`src/sysref_cfg.svh`:
```
// Register offsets, field positions, reset values and the address width
`ifndef SYSREF_CFG_SVH
`define SYSREF_CFG_SVH
// Printed register indices; byte address is four times the index
`define IDX_SETUP_HOLD    12'h128
`define IDX_DIV_PHASE     12'h129
`define IDX_EVENT_COUNT   12'h12A
`define IDX_CHIP_SYNC     12'h1FF
`define IDX_SYSREF_CTRL   12'h120
// Control 1 fields
`define CTRL_FLAG_RST_BIT 6
`define CTRL_POL_BIT      4
`define CTRL_EDGE_BIT     3
`define CTRL_MODE_LSB     1
`define CTRL_WMASK        8'h5E
// Reset values
`define RST_STATUS        8'h00
`define RST_CTRL          8'h00
`define RST_CHIP_SYNC     8'h00
`define ADDR_BITS         14
`endif

```
`src/sysref_pkg.sv`:
```
// Types shared by the sysref status block
package sysref_pkg;
  typedef enum logic [1:0] {
    MODE_DISABLED   = 2'h0,
    MODE_CONTINUOUS = 2'h1,
    MODE_NSHOT      = 2'h2,
    MODE_RSVD       = 2'h3
  } sysref_mode_t;
  typedef enum logic {
    SYNC_DIVIDER_RESET = 1'h0,
    SYNC_TIMESTAMP     = 1'h1
  } sync_mode_t;
endpackage

```
`src/sysref_sampler.sv`:
```
// SYSREF edge detector with rising or falling edge select and arm gating
`timescale 1ns/100ps
`include "sysref_cfg.svh"
module sysref_sampler (
  // Clock and reset
  input  wire logic       clk,
  input  wire logic       rst_n,
  // Inputs
  input  wire logic       sysref_in,
  input  wire logic       falling_sel,
  input  wire logic       arm,
  // Capture event
  output logic            capture_r
);
  logic prev_r;
  wire  edge_seen = falling_sel ? (prev_r & ~sysref_in)
                                : (~prev_r & sysref_in);
  always_ff @(posedge clk or negedge rst_n) begin
    if (!rst_n) begin
      prev_r    <= 1'h0;
      capture_r <= 1'h0;
    end else begin
      prev_r    <= sysref_in;
      capture_r <= arm & edge_seen;
    end
  end
endmodule

```
`src/sysref_capture_sync_status.sv`:
```
// SYSREF capture status, event counter and chip sync mode with AXI4-Lite
//
// The AXI4-Lite interface to the registers was left to the implementer.
`timescale 1ns/100ps
`include "sysref_cfg.svh"
// Summary of operation
// - Hold status sits in bits 7:4 and setup status in 3:0, both zero.
// - A four-bit code records divider phase at capture in half steps.
// - An eight-bit counter adds one per captured SYSREF.
// - The counter wraps from 255 to zero.
// - The flag reset bit clears the event counter.
// - Sync mode zero makes each capture reset the sample dividers.
// - In that mode a capture that moves a divider drops the link.
// - Sync mode one leaves dividers, link and monitor clocks alone.
// - In sync mode one each capture timestamps the passing sample.
// - Mode select codes 00 off, 01 continuous, 10 N-shot.
// - While flag reset is one the flags are held cleared.
module sysref_capture_sync_status #(
  parameter int NSHOT_W = 4
) (
  // Clock and reset
  input  wire logic        clk,
  input  wire logic        rst_n,
  // AXI4-Lite write address
  input  wire logic        s_axi_awvalid,
  output logic             s_axi_awready,
  input  wire logic [13:0] s_axi_awaddr,
  // AXI4-Lite write data
  input  wire logic        s_axi_wvalid,
  output logic             s_axi_wready,
  input  wire logic [31:0] s_axi_wdata,
  input  wire logic [3:0]  s_axi_wstrb,
  // AXI4-Lite write response
  output logic             s_axi_bvalid,
  input  wire logic        s_axi_bready,
  output logic [1:0]       s_axi_bresp,
  // AXI4-Lite read
  input  wire logic        s_axi_arvalid,
  output logic             s_axi_arready,
  input  wire logic [13:0] s_axi_araddr,
  output logic             s_axi_rvalid,
  input  wire logic        s_axi_rready,
  output logic [31:0]      s_axi_rdata,
  output logic [1:0]       s_axi_rresp,
  // Converter side
  input  wire logic        sysref_in,
  input  wire logic [3:0]  setup_margin,
  input  wire logic [3:0]  hold_margin,
  input  wire logic [3:0]  divider_phase,
  // Sync actions
  output logic             divider_reset_r,
  output logic             link_down_r,
  output logic             timestamp_r
);
  // ==========================================================
  // Address helpers
  // ==========================================================
  function automatic logic [13:0] byte_addr(input logic [11:0] idx);
    byte_addr = {idx, 2'h0};
  endfunction

  // ==========================================================
  // Registers
  // ==========================================================
  logic [7:0] ctrl_r;
  logic [7:0] chip_sync_r;
  logic [7:0] status_r;
  logic [3:0] phase_r;
  logic [7:0] count_r;
  logic [NSHOT_W-1:0] nshot_left_r;

  wire flag_rst = ctrl_r[`CTRL_FLAG_RST_BIT];
  wire [1:0] mode_bits = ctrl_r[`CTRL_MODE_LSB +: 2];
  sysref_pkg::sysref_mode_t mode;
  assign mode = sysref_pkg::sysref_mode_t'(mode_bits);
  wire timestamp_mode = chip_sync_r[0];

  // ==========================================================
  // Capture arming (N-shot arms for one edge)
  // ==========================================================
  // Only one armed edge per N-shot write; the ignore count is not kept
  wire arm = (mode == sysref_pkg::MODE_CONTINUOUS)
          || (mode == sysref_pkg::MODE_NSHOT && nshot_left_r != '0);
  logic capture;
  sysref_sampler u_samp (
    .clk         (clk),
    .rst_n       (rst_n),
    .sysref_in   (sysref_in),
    .falling_sel (ctrl_r[`CTRL_POL_BIT]),
    .arm         (arm),
    .capture_r   (capture)
  );

  // ==========================================================
  // AXI4-Lite write path
  // ==========================================================
  logic        aw_held_r;
  logic        w_held_r;
  logic [13:0] awaddr_r;
  logic [31:0] wdata_r;
  logic [3:0]  wstrb_r;
  wire aw_take = s_axi_awvalid & s_axi_awready;
  wire w_take  = s_axi_wvalid & s_axi_wready;
  wire wr_go   = aw_held_r & w_held_r & ~s_axi_bvalid;
  wire wr_ctrl = wr_go & wstrb_r[0]
               & (awaddr_r == byte_addr(`IDX_SYSREF_CTRL));
  wire wr_sync = wr_go & wstrb_r[0]
               & (awaddr_r == byte_addr(`IDX_CHIP_SYNC));
  wire wr_known = (awaddr_r == byte_addr(`IDX_SYSREF_CTRL))
               || (awaddr_r == byte_addr(`IDX_CHIP_SYNC))
               || (awaddr_r == byte_addr(`IDX_SETUP_HOLD))
               || (awaddr_r == byte_addr(`IDX_DIV_PHASE))
               || (awaddr_r == byte_addr(`IDX_EVENT_COUNT));

  always_ff @(posedge clk or negedge rst_n) begin
    if (!rst_n) begin
      s_axi_awready <= 1'h0;
      s_axi_wready  <= 1'h0;
      aw_held_r     <= 1'h0;
      w_held_r      <= 1'h0;
      awaddr_r      <= 14'h0;
      wdata_r       <= 32'h0;
      wstrb_r       <= 4'h0;
      s_axi_bvalid  <= 1'h0;
      s_axi_bresp   <= 2'h0;
    end else begin
      s_axi_awready <= ~aw_held_r & ~aw_take;
      s_axi_wready  <= ~w_held_r & ~w_take;
      if (aw_take) begin
        aw_held_r <= 1'h1;
        awaddr_r  <= s_axi_awaddr;
      end
      if (w_take) begin
        w_held_r <= 1'h1;
        wdata_r  <= s_axi_wdata;
        wstrb_r  <= s_axi_wstrb;
      end
      if (wr_go) begin
        aw_held_r    <= 1'h0;
        w_held_r     <= 1'h0;
        s_axi_bvalid <= 1'h1;
        s_axi_bresp  <= wr_known ? 2'h0 : 2'h2;
      end else if (s_axi_bready) begin
        s_axi_bvalid <= 1'h0;
      end
    end
  end

  always_ff @(posedge clk or negedge rst_n) begin
    if (!rst_n) begin
      ctrl_r      <= `RST_CTRL;
      chip_sync_r <= `RST_CHIP_SYNC;
    end else begin
      if (wr_ctrl)
        ctrl_r <= wdata_r[7:0] & `CTRL_WMASK;
      if (wr_sync)
        chip_sync_r <= {7'h0, wdata_r[0]};
    end
  end

  // ==========================================================
  // Capture status, counter and sync actions
  // ==========================================================
  wire [7:0] status_nxt = {hold_margin, setup_margin};
  wire [7:0] count_nxt  = count_r + 8'h01;
  wire nshot_load = wr_ctrl
      && (wdata_r[`CTRL_MODE_LSB +: 2] == 2'(sysref_pkg::MODE_NSHOT));

  always_ff @(posedge clk or negedge rst_n) begin
    if (!rst_n) begin
      status_r     <= `RST_STATUS;
      phase_r      <= 4'h0;
      count_r      <= 8'h00;
      nshot_left_r <= '0;
    end else begin
      if (flag_rst) begin
        status_r <= `RST_STATUS;
        phase_r  <= 4'h0;
        count_r  <= 8'h00;
      end else if (capture) begin
        status_r <= status_nxt;
        phase_r  <= divider_phase;
        count_r  <= count_nxt;
      end
      if (nshot_load)
        nshot_left_r <= NSHOT_W'(1);
      else if (capture && mode == sysref_pkg::MODE_NSHOT)
        nshot_left_r <= nshot_left_r - NSHOT_W'(1);
    end
  end

  always_ff @(posedge clk or negedge rst_n) begin
    if (!rst_n) begin
      divider_reset_r <= 1'h0;
      link_down_r     <= 1'h0;
      timestamp_r     <= 1'h0;
    end else begin
      divider_reset_r <= capture & ~timestamp_mode;
      link_down_r     <= capture & ~timestamp_mode
                       & (divider_phase != 4'h0);
      timestamp_r     <= capture & timestamp_mode;
    end
  end

  // ==========================================================
  // AXI4-Lite read path
  // ==========================================================
  // Counter may move under a read while mode select is continuous or N-shot, or in any mode when flag reset clears it
  logic [7:0] rd_word;
  logic       rd_ok;
  always_comb begin
    rd_ok   = 1'h1;
    rd_word = 8'h00;
    unique case (s_axi_araddr)
      byte_addr(`IDX_SETUP_HOLD):  rd_word = status_r;
      byte_addr(`IDX_DIV_PHASE):   rd_word = {4'h0, phase_r};
      byte_addr(`IDX_EVENT_COUNT): rd_word = count_r;
      byte_addr(`IDX_SYSREF_CTRL): rd_word = ctrl_r;
      byte_addr(`IDX_CHIP_SYNC):   rd_word = chip_sync_r;
      default:                     rd_ok   = 1'h0;
    endcase
  end
  wire ar_take = s_axi_arvalid & s_axi_arready;

  always_ff @(posedge clk or negedge rst_n) begin
    if (!rst_n) begin
      s_axi_arready <= 1'h0;
      s_axi_rvalid  <= 1'h0;
      s_axi_rdata   <= 32'h0;
      s_axi_rresp   <= 2'h0;
    end else begin
      s_axi_arready <= ~s_axi_rvalid & ~ar_take & ~s_axi_arready;
      if (ar_take) begin
        s_axi_rvalid <= 1'h1;
        s_axi_rdata  <= {24'h0, rd_word};
        s_axi_rresp  <= rd_ok ? 2'h0 : 2'h2;
      end else if (s_axi_rready) begin
        s_axi_rvalid <= 1'h0;
      end
    end
  end

  // ==========================================================
  // Checks
  // ==========================================================
  count_step_a: assert property (@(posedge clk) disable iff (!rst_n)
    capture && !flag_rst |=> count_r == $past(count_r) + 8'h01)
    else $error("event count did not step");
  count_clear_a: assert property (@(posedge clk)
    disable iff (!rst_n) flag_rst |=> count_r == 8'h00)
    else $error("event count not cleared");
  flags_held_a: assert property (@(posedge clk) disable iff (!rst_n)
    flag_rst |=> status_r == 8'h00 && phase_r == 4'h0)
    else $error("flags not held in reset");
  status_hold_a: assert property (@(posedge clk)
    disable iff (!rst_n)
    !capture && !flag_rst |=> $stable(status_r) && $stable(phase_r))
    else $error("status moved without capture");
  phase_load_a: assert property (@(posedge clk) disable iff (!rst_n)
    capture && !flag_rst |=> phase_r == $past(divider_phase))
    else $error("phase not captured");
  div_reset_a: assert property (@(posedge clk) disable iff (!rst_n)
    capture && !timestamp_mode |=> divider_reset_r && !timestamp_r)
    else $error("divider reset missing");
  ts_mode_a: assert property (@(posedge clk) disable iff (!rst_n)
    capture && timestamp_mode |=> timestamp_r && !divider_reset_r
      && !link_down_r)
    else $error("timestamp mode disturbed dividers");
  link_down_a: assert property (@(posedge clk) disable iff (!rst_n)
    link_down_r |-> $past(capture) && $past(divider_phase) != 4'h0)
    else $error("link dropped without phase move");
  disarmed_a: assert property (@(posedge clk) disable iff (!rst_n)
    mode == sysref_pkg::MODE_DISABLED |=> !capture)
    else $error("capture while disabled");
  status_load_a: assert property (@(posedge clk)
    disable iff (!rst_n)
    capture && !flag_rst |=> status_r == {$past(hold_margin),
      $past(setup_margin)})
    else $error("status fields not captured");
  count_wrap_a: assert property (@(posedge clk)
    disable iff (!rst_n)
    capture && !flag_rst && count_r == 8'hFF |=> count_r == 8'h00)
    else $error("event count did not wrap");
  ts_pulse_a: assert property (@(posedge clk)
    disable iff (!rst_n)
    timestamp_r |-> $past(capture) && $past(timestamp_mode))
    else $error("timestamp without capture");
  nshot_spent_a: assert property (@(posedge clk)
    disable iff (!rst_n)
    capture && mode == sysref_pkg::MODE_NSHOT && !nshot_load
      |=> nshot_left_r == '0)
    else $error("N-shot capture left the arm set");

  // ==========================================================
  // Bus answer checks
  // ==========================================================
  // An answer raised early would hand the master a stale register
  wr_answer_a: assert property (@(posedge clk) disable iff (!rst_n)
    $rose(s_axi_bvalid) |-> $past(aw_held_r) && $past(w_held_r))
    else $error("write answered before address and data");
  rd_answer_a: assert property (@(posedge clk) disable iff (!rst_n)
    $rose(s_axi_rvalid) |-> $past(ar_take))
    else $error("read answered without a request");
endmodule

```
`config.mk`:
```
export PLATFORM = sky130hd
export DESIGN_NAME = sysref_capture_sync_status
export DESIGN_NICKNAME = d
export VERILOG_FILES = /design/src/sysref_pkg.sv /design/src/sysref_sampler.sv /design/src/sysref_capture_sync_status.sv
export VERILOG_INCLUDE_DIRS = /design/src
export SDC_FILE = /design/constraint.sdc
export NUM_CORES = 1
export LEC_CHECK = 0
export ABC_CLOCK_PERIOD_IN_PS = 1900
export BUFFER_PORTS_ARGS = -buffer_cell sky130_fd_sc_hd__buf_2
export CELL_PAD_IN_SITES_DETAIL_PLACEMENT = 1
export CELL_PAD_IN_SITES_GLOBAL_PLACEMENT = 1
export CORE_MARGIN = 8
export CORE_UTILIZATION = 38
export DETAILED_ROUTE_END_ITERATION = 8
export GPL_ROUTABILITY_DRIVEN = 0
export PLACE_DENSITY = 0.89
export SETUP_SLACK_MARGIN = 0.02
export SYNTH_ARGS = -nofsm -noshare
export SYNTH_HDL_FRONTEND = slang
export SYNTH_SLANG_ARGS = --single-unit
```
`constraint.sdc`:
```
create_clock -name clk -period 1.9 [get_ports clk]
set_input_delay 0.475 -clock clk [delete_from_list [all_inputs] [get_ports clk]]
set_output_delay 0.475 -clock clk [all_outputs]
set_load 0.05 [all_outputs]
```
==> results of run 1 <==
==> cells in the mapped netlist (3+ instances only) <==
cell,number
a22o_1,8
o22ai_1,3
buf_4,26
buf_2,3
nand2_1,12
inv_1,6
mux2i_1,20
clkbuf_1,3
dfrtp_1,73
xnor2_1,4
a21oi_1,6
mux2_2,27
nand4_1,8
nor2_1,33
a22oi_1,3
o2bb2ai_1,4
xor2_1,5
nor2b_1,3
nand3_1,5
o21ai_0,3
==> where the power goes <==
part	switching, mW	internal, mW
Clock	0.561	0.711
Combinational	0.679	0.416
Sequential	0.238	1.88
==> critical path: cells and delay by family (launching register included) <==
family                 cells  cell delay, ns
buffers and inverters      1            0.19
flip-flops                 1            0.39
AND/OR/NAND/NOR            4            1.07
==> routing by layer <==
| layer | vias to the layer above | GRT usage (%) |
|---|---|---|
| met2 | 93 | 23.47 |
| met4 | 0 | 3.911 |
| met3 | 12 | 7.366 |
| li1 | 1151 | - |
| met5 | - | 0 |
| met1 | 1250 | 15.61 |
==> cell type report <==
class | instances | share of cell area (%)
Clock inverter | 4 | 1.217
Sequential cell | 73 | 44.40
Tap cell | 111 | 3.376
Timing Repair Buffer | 80 | 10.52
Clock buffer | 12 | 4.015
Inverter | 6 | 0.5474
Multi-Input combinational cell | 205 | 35.92
==> state kept, by name, indices dropped and copies added, names as in the netlist, 4 cells and up <==
register and count:
status_r 8, wdata_r 6, nshot_left_r 4, s_axi_rdata 8
awaddr_r 14, count_r 8, phase_r 4, ctrl_r 5
==> worst paths after layout <==
path | from | to | cells past startpoint
worst min-delay path | rst_n | s_axi_rdata[2]$_DFFE_PN0P_ | 2
worst max-delay path | awaddr_r[11]$_DFFE_PN0P_ | nshot_left_r[2]$_DFFE_PN0P_ | 5
worst max register to register | awaddr_r[11]$_DFFE_PN0P_ | nshot_left_r[2]$_DFFE_PN0P_ | 5
worst min register to register | s_axi_rvalid$_DFFE_PN0P_ | s_axi_arready$_DFF_PN0_ | 1
min in group clk | sysref_in | u_samp.prev_r$_DFF_PN0_ | 1
max in group asynchronous | rst_n | phase_r[0]$_DFFE_PN0P_ | 2
==> kinds of logic (layout without fill, tap and decap cells) <==
logic type      Yosys count  after routing  share of synthesized area [%]
buf+inv                  39            102                          7.163
other cells               1             26                         0.1084
simple gates             86             86                          14.22
compound gates           34             34                          7.815
fa+ha+maj                 3              3                          1.013
mux                      47             47                          14.58
flops                    73             73                          52.82
xor+xnor                  9              9                          2.279
==> impl_metrics.csv, run 1 <==
group,metric,value,unit
layout,areaGrowthSynthToFinish,18.96,%
worst_setup_path,path_cells,"nor4b_2 > nand3_1 > buf_4 > nor4_2 > nor2_1",
power,pwr_density_cell,1092,mW/mm^2
job,cap_violations,0,
clock_network,cts_tree,"built",
global_route,grt_pass1_vias,2837,
floorplanning,die_area,0.01241,mm^2
worst_setup_path,critPathRequiredTime,2.12,ns
power,finalPower,4.491,mW
clock_network,cts_buffer_depth,2,
layout,layout_common_cells,"dfrtp_1, buf_2, nor2_1, mux2_2, conb_1",
worst_setup_path,max_stage_delay,0.39,ns
sta,clock_skew,0.009508,ns
power,power_leakage,1.950,nW
routing,vias,2506,
routing,routed_via_density,5.104,
yosys,synth_edf_count,0,
worst_setup_path,cp.arrival,1.99,ns
worst_setup_path,critPathKind,"reg -> reg",
clock_network,cts_root_buffer,"clkbuf_8",
clock_network,clk_pin_slew,0.08,ns
sta,fmaxAchievable,0.5635,GHz
power,vdd_drop_max,0.9023,mV
clock_network,cts_setup_buffers,0,
sta,hold_ws,0.1293,ns
layout,fin_area,0.004114,mm^2
sta,grt_setup_unrepaired,"false",
routing,routed_wl,8.436,mm
clock_network,htree_levels,3,
yosys,ys.flop_type,"dfrtp_1",
layout,drive_above_1_share,35.00,%
layout,seq_area,0.001827,mm^2
routing,first_pass_iters,4,
placement,dp_hpwl,6.665,mm
worst_setup_path,path_max_fanout,4,
layout,multi_input_area,0.001478,mm^2
sta,maxSlewViolCount,0,
hold_path,hold_path_class,"in -> async",
yosys,synth_top_cells_by_area,"dfrtp_1, mux2_2, mux2i_1, buf_4, nor2_1",
global_route,grt_overflow,0,
floorplanning,row_count,35,
layout,diodes,0,
yosys,netlist-cell-type-count,48,
yosys,async_flop_share,100.0,%
routing,wl_met3,776,um
worst_setup_path,endpoint_kind,"flop",
global_route,grtUsageTotal,14.20,%
global_route,antenna_found_initial,0,
sta,setup_viol,0,
floorplanning,core-area,0.009021,mm^2
layout,fin_nets,461,
yosys,syn_area_per_cell,11.84,um^2
routing,wl_per_cell,17.18,um
routing,top_layer,"met4",
clock_network,cts_hold_repair.buffers,0,
worst_setup_path,rrSetupSlack,0.13,ns
routing,wl_met2,4.093,mm
placement,place_ws,-0.02220,ns
yosys,ys_ff_latch,73,
layout,layout_commonest_cell,"dfrtp_1",
placement,dpl_cell_area,0.003899,mm^2
sta,tns,0,ns
placement,dpl.cell_count,475,
clock_network,cts-resized-gates,0,
sta,hold_viol,0,
floorplanning,start_util,38.34,%
clock_network,numCtsBuffers,9,
layout,fillers,1018,
yosys,synth_top_area_share,52.82,%
global_route,grt_max_degree,74,
sta,post-route-min-period,1.774,ns
clock_network,clkLatencyLatePin,0.35,ns
worst_setup_path,cp_slowest_cell,"dfrtp_1",
clock_network,cts.sinks,73,
yosys,seq_area_frac_synth,52.82,%
global_route,grt_pass1_wl,14.27,mm
floorplanning,die_x,111.4,um
yosys,synth_area,0.003458,mm^2
layout,post-route-util,45.60,%
routing,drt_iter0_drc,100,
sta,fin_crit_sh,93.39,%
worst_setup_path,start_kind,"flop",
routing,met1_length,3.471,mm
run_status,status,"completed",
floorplanning,ios,128,
routing,ant_nets,0,
placement,io_buffers,72,
yosys,ys_warn_count,0,
sta,postLayoutSetupSlackWorst,0.1255,ns
yosys,synth.largest_area_cell,"dfrtp_1",
routing,drc,0,
yosys,syn_inst,292,
floorplanning,die_h,111.4,um
layout,fin_cells,491,
Power figures use the tool's default switching activity.
==> run 2, diff against run 1 <==
- CORE_UTILIZATION: 38 -> 39
- CTS_BUF_LIST: not set -> sky130_fd_sc_hd__clkbuf_2
- GPL_TIMING_DRIVEN: not set -> 0
- PLACE_DENSITY: 0.89 -> 0.91
==> run 2 against run 1 <==
Register-to-register slack about the same. Largest cell class unchanged. Critical path type unchanged. Sequential share of layout area down 1.1 points. Global-route usage up 0.27 points. Combinational power up 7%. Setup slack worse by 0.013 ns. Wire length up 1.9%. Non-clock buffer count up 25.
==> impl_metrics.csv, run 2 (synthesized netlist as in run 1, its figures left out) <==
group,metric,value,unit
run_status,status,"completed",
floorplanning,die_x,110.2,um
sta,tightest_slew,0.9104,ns
power,power_leakage,2.058,nW
worst_setup_path,path_cells,"nor4b_4 > nand3_2 > nor3_4 > mux2_2",
worst_setup_path,start_kind,"flop",
routing,drt_iter0_drc,63,
clock_network,cts_buffer_depth,2,
placement,dpl_cell_area,0.004050,mm^2
clock_network,cts.sinks,73,
global_route,grt_overflow,0,
routing,vias,2552,
worst_setup_path,rrSetupSlack,0.11,ns
layout,layout_common_cells,"buf_2, dfrtp_1, nor2_1, mux2_2, buf_4",
layout,drive_above_1_share,38.77,%
sta,maxSlewViolCount,0,
floorplanning,start_util,39.85,%
clock_network,htree_levels,3,
clock_network,cts_setup_buffers,0,
sta,fmaxAchievable,0.5594,GHz
layout,areaGrowthSynthToFinish,21.89,%
clock_network,clk_pin_slew,0.22,ns
floorplanning,die_area,0.01214,mm^2
global_route,grt_max_degree,74,
layout,fin_nets,486,
layout,fin_cells,513,
layout,largest_reg_flops,14,
worst_setup_path,critPathKind,"reg -> reg",
layout,diodes,0,
power,p_comb_share,27.1,%
sta,relSlewSlack,39.31,%
placement,io_buffers,72,
routing,first_pass_iters,4,
floorplanning,die_h,110.2,um
clock_network,cts_tree,"built",
global_route,grt_pass1_vias,2849,
worst_setup_path,cp.arrival,2.18,ns
power,pwr-share-clk,23.1,%
sta,setup_viol,0,
sta,post-route-min-period,1.787,ns
sta,fin_crit_sh,94.08,%
worst_setup_path,worst-path-buf-inv,0,
worst_setup_path,cp.depth,4,
layout,top_register,"awaddr_r",
routing,drc,0,
floorplanning,row_count,34,
worst_setup_path,reg2reg_depth,4,
power,seqPwrFrac,49.8,%
global_route,grtUsageTotal,14.47,%
power,finalPower,4.300,mW
sta,grt_setup_unrepaired,"false",
routing,wl_per_cell,16.75,um
worst_setup_path,critPathRequiredTime,2.29,ns
clock_network,cts_hold_repair.buffers,0,
routing,routed_wl,8.593,mm
hold_path,hold_path_class,"in -> async",
power,pwr_density_cell,1020,mW/mm^2
worst_setup_path,cp_slowest_cell,"dfrtp_1",
routing,routed_via_density,4.975,
global_route,antenna_found_initial,0,
clock_network,cts_root_buffer,"clkbuf_2",
floorplanning,ios,128,
sta,hold_viol,0,
power,intPower,2.802,mW
routing,ant_nets,0,
placement,dp_hpwl,6.708,mm
power,vdd_drop_max,0.8587,mV
worst_setup_path,path_max_fanout,5,
power,swShare,34.82,%
worst_setup_path,max_stage_delay,0.45,ns
job,cap_violations,0,
floorplanning,core-area,0.008678,mm^2
worst_setup_path,cp_top_family,"simple AND/OR/NAND/NOR gates",
clock_network,numCtsBuffers,9,
clock_network,clkLatencyLatePin,0.51,ns
power,p_sw,1.497,mW
worst_setup_path,endpoint_kind,"flop",
global_route,grt_pass1_wl,13.52,mm
layout,fin_area,0.004215,mm^2
sta,clock_skew,0.02896,ns
placement,dpl.cell_count,497,
run 2: cell count changes in the layout (fill, tap and decap cells not counted), moves of 2 or more:
cell	change
buf_4	+20
clkbuf_1	+3
clkbuf_2	+12
clkbuf_8	-12
clkinv_4	+2
clkinvlp_4	-2
run 2: final cells by class:
class | instances | area [um^2]
Fill cell | 998 | 4463
Sequential cell | 73 | 1827
Multi-Input combinational cell | 205 | 1503
Timing Repair Buffer | 72 | 365.4
Buffer | 33 | 225.2
Tap cell | 108 | 135.1
Clock inverter | 4 | 77.57
Clock buffer | 12 | 60.06
Inverter | 6 | 22.52
run 2: power by group through the flow:
stage | registers, mW | logic (mW) | clock network, mW
finish | 2.14 | 1.17 | 0.994
global route | 2.18 | 1.25 | 1.10
CTS | 2.12 | 1.15 | 1.03
detailed placement | 2.15 | 1.15 | 0
global placement | 2.12 | 1.08 | 0
floorplan | 2.29 | 0.653 | 0
run 2: path summary, 6_finish.rpt:
check / from / end
worst max register to register: awaddr_r[11]$_DFFE_PN0P_ / ctrl_r[1]$_DFFE_PN0P_
worst min-delay path: rst_n / timestamp_r$_DFF_PN0_
min in group clk: sysref_in / u_samp.prev_r$_DFF_PN0_
max in group asynchronous: rst_n / nshot_left_r[1]$_DFFE_PN0P_
worst max-delay path: awaddr_r[11]$_DFFE_PN0P_ / ctrl_r[1]$_DFFE_PN0P_
worst min register to register: s_axi_rvalid$_DFFE_PN0P_ / s_axi_arready$_DFF_PN0_
run 2: repair_timing:
item / CTS / global route
endpoints found under the hold margin: 0 / 0
pin swaps: 1 / 1
resized for setup: 0 / 5
setup endpoints to repair: 1 / 7
run 2: layer usage:
metal	wire length, um	track usage [%]	share of wire, %
met5	0	0	0
met4	112	4.186	1.3
met3	836	5.523	9.7
met2	4418	25.73	51
met1	3225	15.68	38
run 2: through the flow:
step / util [%] / setup TNS [ns] / worst slack (ns) / hold WS [ns]
final: 48.57 / 0 / 0.1125 / 0.04182
after detailed placement: 46.67 / -0.2870 / -0.04983 / 0.4645
after global routing: 48.57 / 0 / 0.005609 / 0.01053
after global placement: 46.64 / 0 / 0.007218 / 0.4329
after floorplan: - / 0 / 0.2567 / 0.1794
after CTS: 48.26 / 0 / 0.06188 / 0.02737
run 2: worst register-to-register path, cell delays in order (launching register included):
cell     delay (ns)
dfrtp_1        0.45
nor4b_4        0.33
nand3_2        0.17
nor3_4         0.35
mux2_2         0.37
==> run 3, diff against run 2 <==
- BUFFER_PORTS_ARGS: -buffer_cell sky130_fd_sc_hd__buf_2 -> not set
- CORE_UTILIZATION: 39 -> 50
- DONT_BUFFER_PORTS: not set -> 1
- PLACE_DENSITY: 0.91 -> 0.9
- REMOVE_ABC_BUFFERS: not set -> 1
==> run 3 against run 2 <==
The run now ends with negative hold slack left. Power is 14% lower. Setup slack improved by 0.017 ns. Critical path depth unchanged. Utilization rose by 3.8 points. First-iteration DRC count down 32%. Combinational power is 42% lower. Cell count decreased by 25%. Hold slack lost 0.39 ns. Largest power group unchanged. Sequential power is 9% higher. Highest routed layer unchanged.
==> impl_metrics.csv, run 3 (synthesized netlist as in run 1, its figures left out) <==
group,metric,value,unit
clock_network,htree_levels,3,
clock_network,cts_tree,"built",
worst_setup_path,endpoint_kind,"flop",
layout,areaGrowthSynthToFinish,2.352,%
power,p_comb_share,18.5,%
floorplanning,die_area,0.009834,mm^2
power,intPower,2.386,mW
floorplanning,ios,128,
power,pwr_density_cell,1044,mW/mm^2
floorplanning,core-area,0.006756,mm^2
floorplanning,row_count,30,
sta,maxSlewViolCount,0,
global_route,grt_pass1_vias,2433,
sta,tightest_slew,0.7632,ns
layout,multi_input_area,0.001478,mm^2
power,seqPwrFrac,63.2,%
routing,routed_via_density,5.627,
sta,post-route-min-period,1.771,ns
layout,layout_common_cells,"dfrtp_1, nor2_1, mux2_2, conb_1, mux2i_1",
sta,setup_viol,0,
worst_setup_path,r2r_start,"awaddr_r[11]$_DFFE_PN0P_",
sta,fmaxAchievable,0.5647,GHz
sta,hold_viol,73,
layout,drive_above_1_share,17.49,%
global_route,grt_overflow,0,
clock_network,clkLatencyLatePin,0.48,ns
routing,vias,2155,
floorplanning,die_h,99.17,um
placement,io_buffers,0,
layout,diodes,0,
worst_setup_path,critPathRequiredTime,2.28,ns
worst_setup_path,rrSetupSlack,0.13,ns
clock_network,cts.sinks,73,
clock_network,cts_buffer_depth,2,
clock_network,cts_root_buffer,"clkbuf_2",
clock_network,clk_pin_slew,0.18,ns
worst_setup_path,cp.arrival,2.16,ns
hold_path,hold_path_class,"in -> async",
layout,layout_commonest_cell,"dfrtp_1",
layout,largest_reg_flops,14,
power,vdd_drop_max,0.6899,mV
global_route,antenna_found_initial,0,
power,pwr-share-clk,18.3,%
floorplanning,start_util,51.19,%
layout,fin_nets,384,
sta,hold_ws,-0.3478,ns
worst_setup_path,critPathKind,"reg -> reg",
routing,drc,0,
floorplanning,die_x,99.17,um
power,finalPower,3.695,mW
clock_network,numCtsBuffers,9,
power,power_leakage,1.566,nW
routing,drt_iter0_drc,43,
global_route,grt_max_degree,74,
layout,fillers,728,
layout,seq_area,0.001829,mm^2
layout,top_register,"awaddr_r",
global_route,grt_pass1_wl,12.19,mm
run_status,status,"finished, violations left",
worst_setup_path,reg2reg_depth,4,
global_route,grtUsageTotal,15.92,%
routing,wl_per_cell,19.04,um
routing,routed_wl,7.292,mm
sta,tns,0,ns
sta,fin_crit_sh,93.21,%
job,cap_violations,0,
run_status,failed_checks,"negative hold slack",
sta,clock_skew,0.01421,ns
routing,ant_nets,0,
power,p_sw,1.309,mW
placement,dp_hpwl,5.696,mm
worst_setup_path,r2r_end,"ctrl_r[4]$_DFFE_PN0P_",
worst_setup_path,path_max_fanout,5,
power,swShare,35.43,%
worst_setup_path,start_kind,"flop",
sta,grt_setup_unrepaired,"false",
routing,first_pass_iters,4,
sta,relSlewSlack,49.12,%
run 3: repair_timing:
| item | in CTS | in global routing |
|---|---|---|
| pin swaps | 0 | 1 |
| buffers inserted | 0 | 0 |
| endpoints found under the setup margin | 1 | 5 |
| gates resized for setup | 1 | 1 |
| hold endpoints to repair | 74 | 75 |
| hold buffers | 1 | 2 |
run 3: how the worst max path moves through the flow:
| stage | startpoint | endpoint | slack (ns) | depth (start not counted) |
|---|---|---|---|---|
| floorplan | s_axi_bvalid$_DFFE_PN0P_ | ctrl_r[1]$_DFFE_PN0P_ | 0.26 | 4 |
| global placement | s_axi_bvalid$_DFFE_PN0P_ | ctrl_r[4]$_DFFE_PN0P_ | 0.1 | 4 |
| detailed placement | u_samp.capture_r$_DFF_PN0_ | count_r[5]$_DFFE_PN0P_ | 0.04 | 3 |
| CTS | awaddr_r[11]$_DFFE_PN0P_ | ctrl_r[4]$_DFFE_PN0P_ | 0.04 | 4 |
| global route | awaddr_r[11]$_DFFE_PN0P_ | nshot_left_r[1]$_DFFE_PN0P_ | 0.04 | 4 |
| finish | awaddr_r[11]$_DFFE_PN0P_ | ctrl_r[4]$_DFFE_PN0P_ | 0.13 | 4 |
run 3: stage by stage:
stage | hold slack (ns) | instance area (um^2) | cells | util, % | worst slack, ns
after floorplan | 0.1794 | 3327 | 284 | - | 0.2567
after global placement | 0.1814 | 3427 | 364 | 50.72 | 0.09804
after detailed placement | 0.1815 | 3427 | 364 | 50.72 | 0.04421
after CTS | -0.4062 | 3518 | 381 | 52.07 | 0.04008
after global routing | -0.4312 | 3540 | 383 | 52.39 | 0.03625
final | -0.3478 | 3540 | 383 | 52.39 | 0.1291
run 3: power groups by stage:
stage | Clock [mW] | Combinational, mW | Sequential [mW]
2_1_floorplan | 0 | 0.603 | 2.29
3_3_place_gp | 0 | 0.649 | 2.35
3_5_place_dp | 0 | 0.691 | 2.38
4_1_cts | 0.718 | 0.693 | 2.34
5_1_grt | 0.776 | 0.762 | 2.39
6_report | 0.676 | 0.684 | 2.33
run 3: critical path, stage by stage (launching register included):
cell	delay (ns)
dfrtp_1	0.42
nor4b_2	0.36
nand3_1	0.24
nor3_4	0.29
mux2_2	0.38
run 3: cell type report:
| class | instances | share of cell area, % |
|---|---|---|
| Tap cell | 80 | 2.828 |
| Clock buffer | 12 | 1.697 |
| Sequential cell | 73 | 51.68 |
| Multi-Input combinational cell | 205 | 41.75 |
| Inverter | 6 | 0.6363 |
| Timing Repair Buffer | 3 | 0.8484 |
| Clock inverter | 4 | 0.5656 |
run 3: routing by layer:
metal	track usage, %	share of wire [%]	routed length [um]
met3	8.869	11	812
met5	0	0	0
met2	28.17	52	3781
met4	6.054	1.9	135
met1	15.02	35	2563
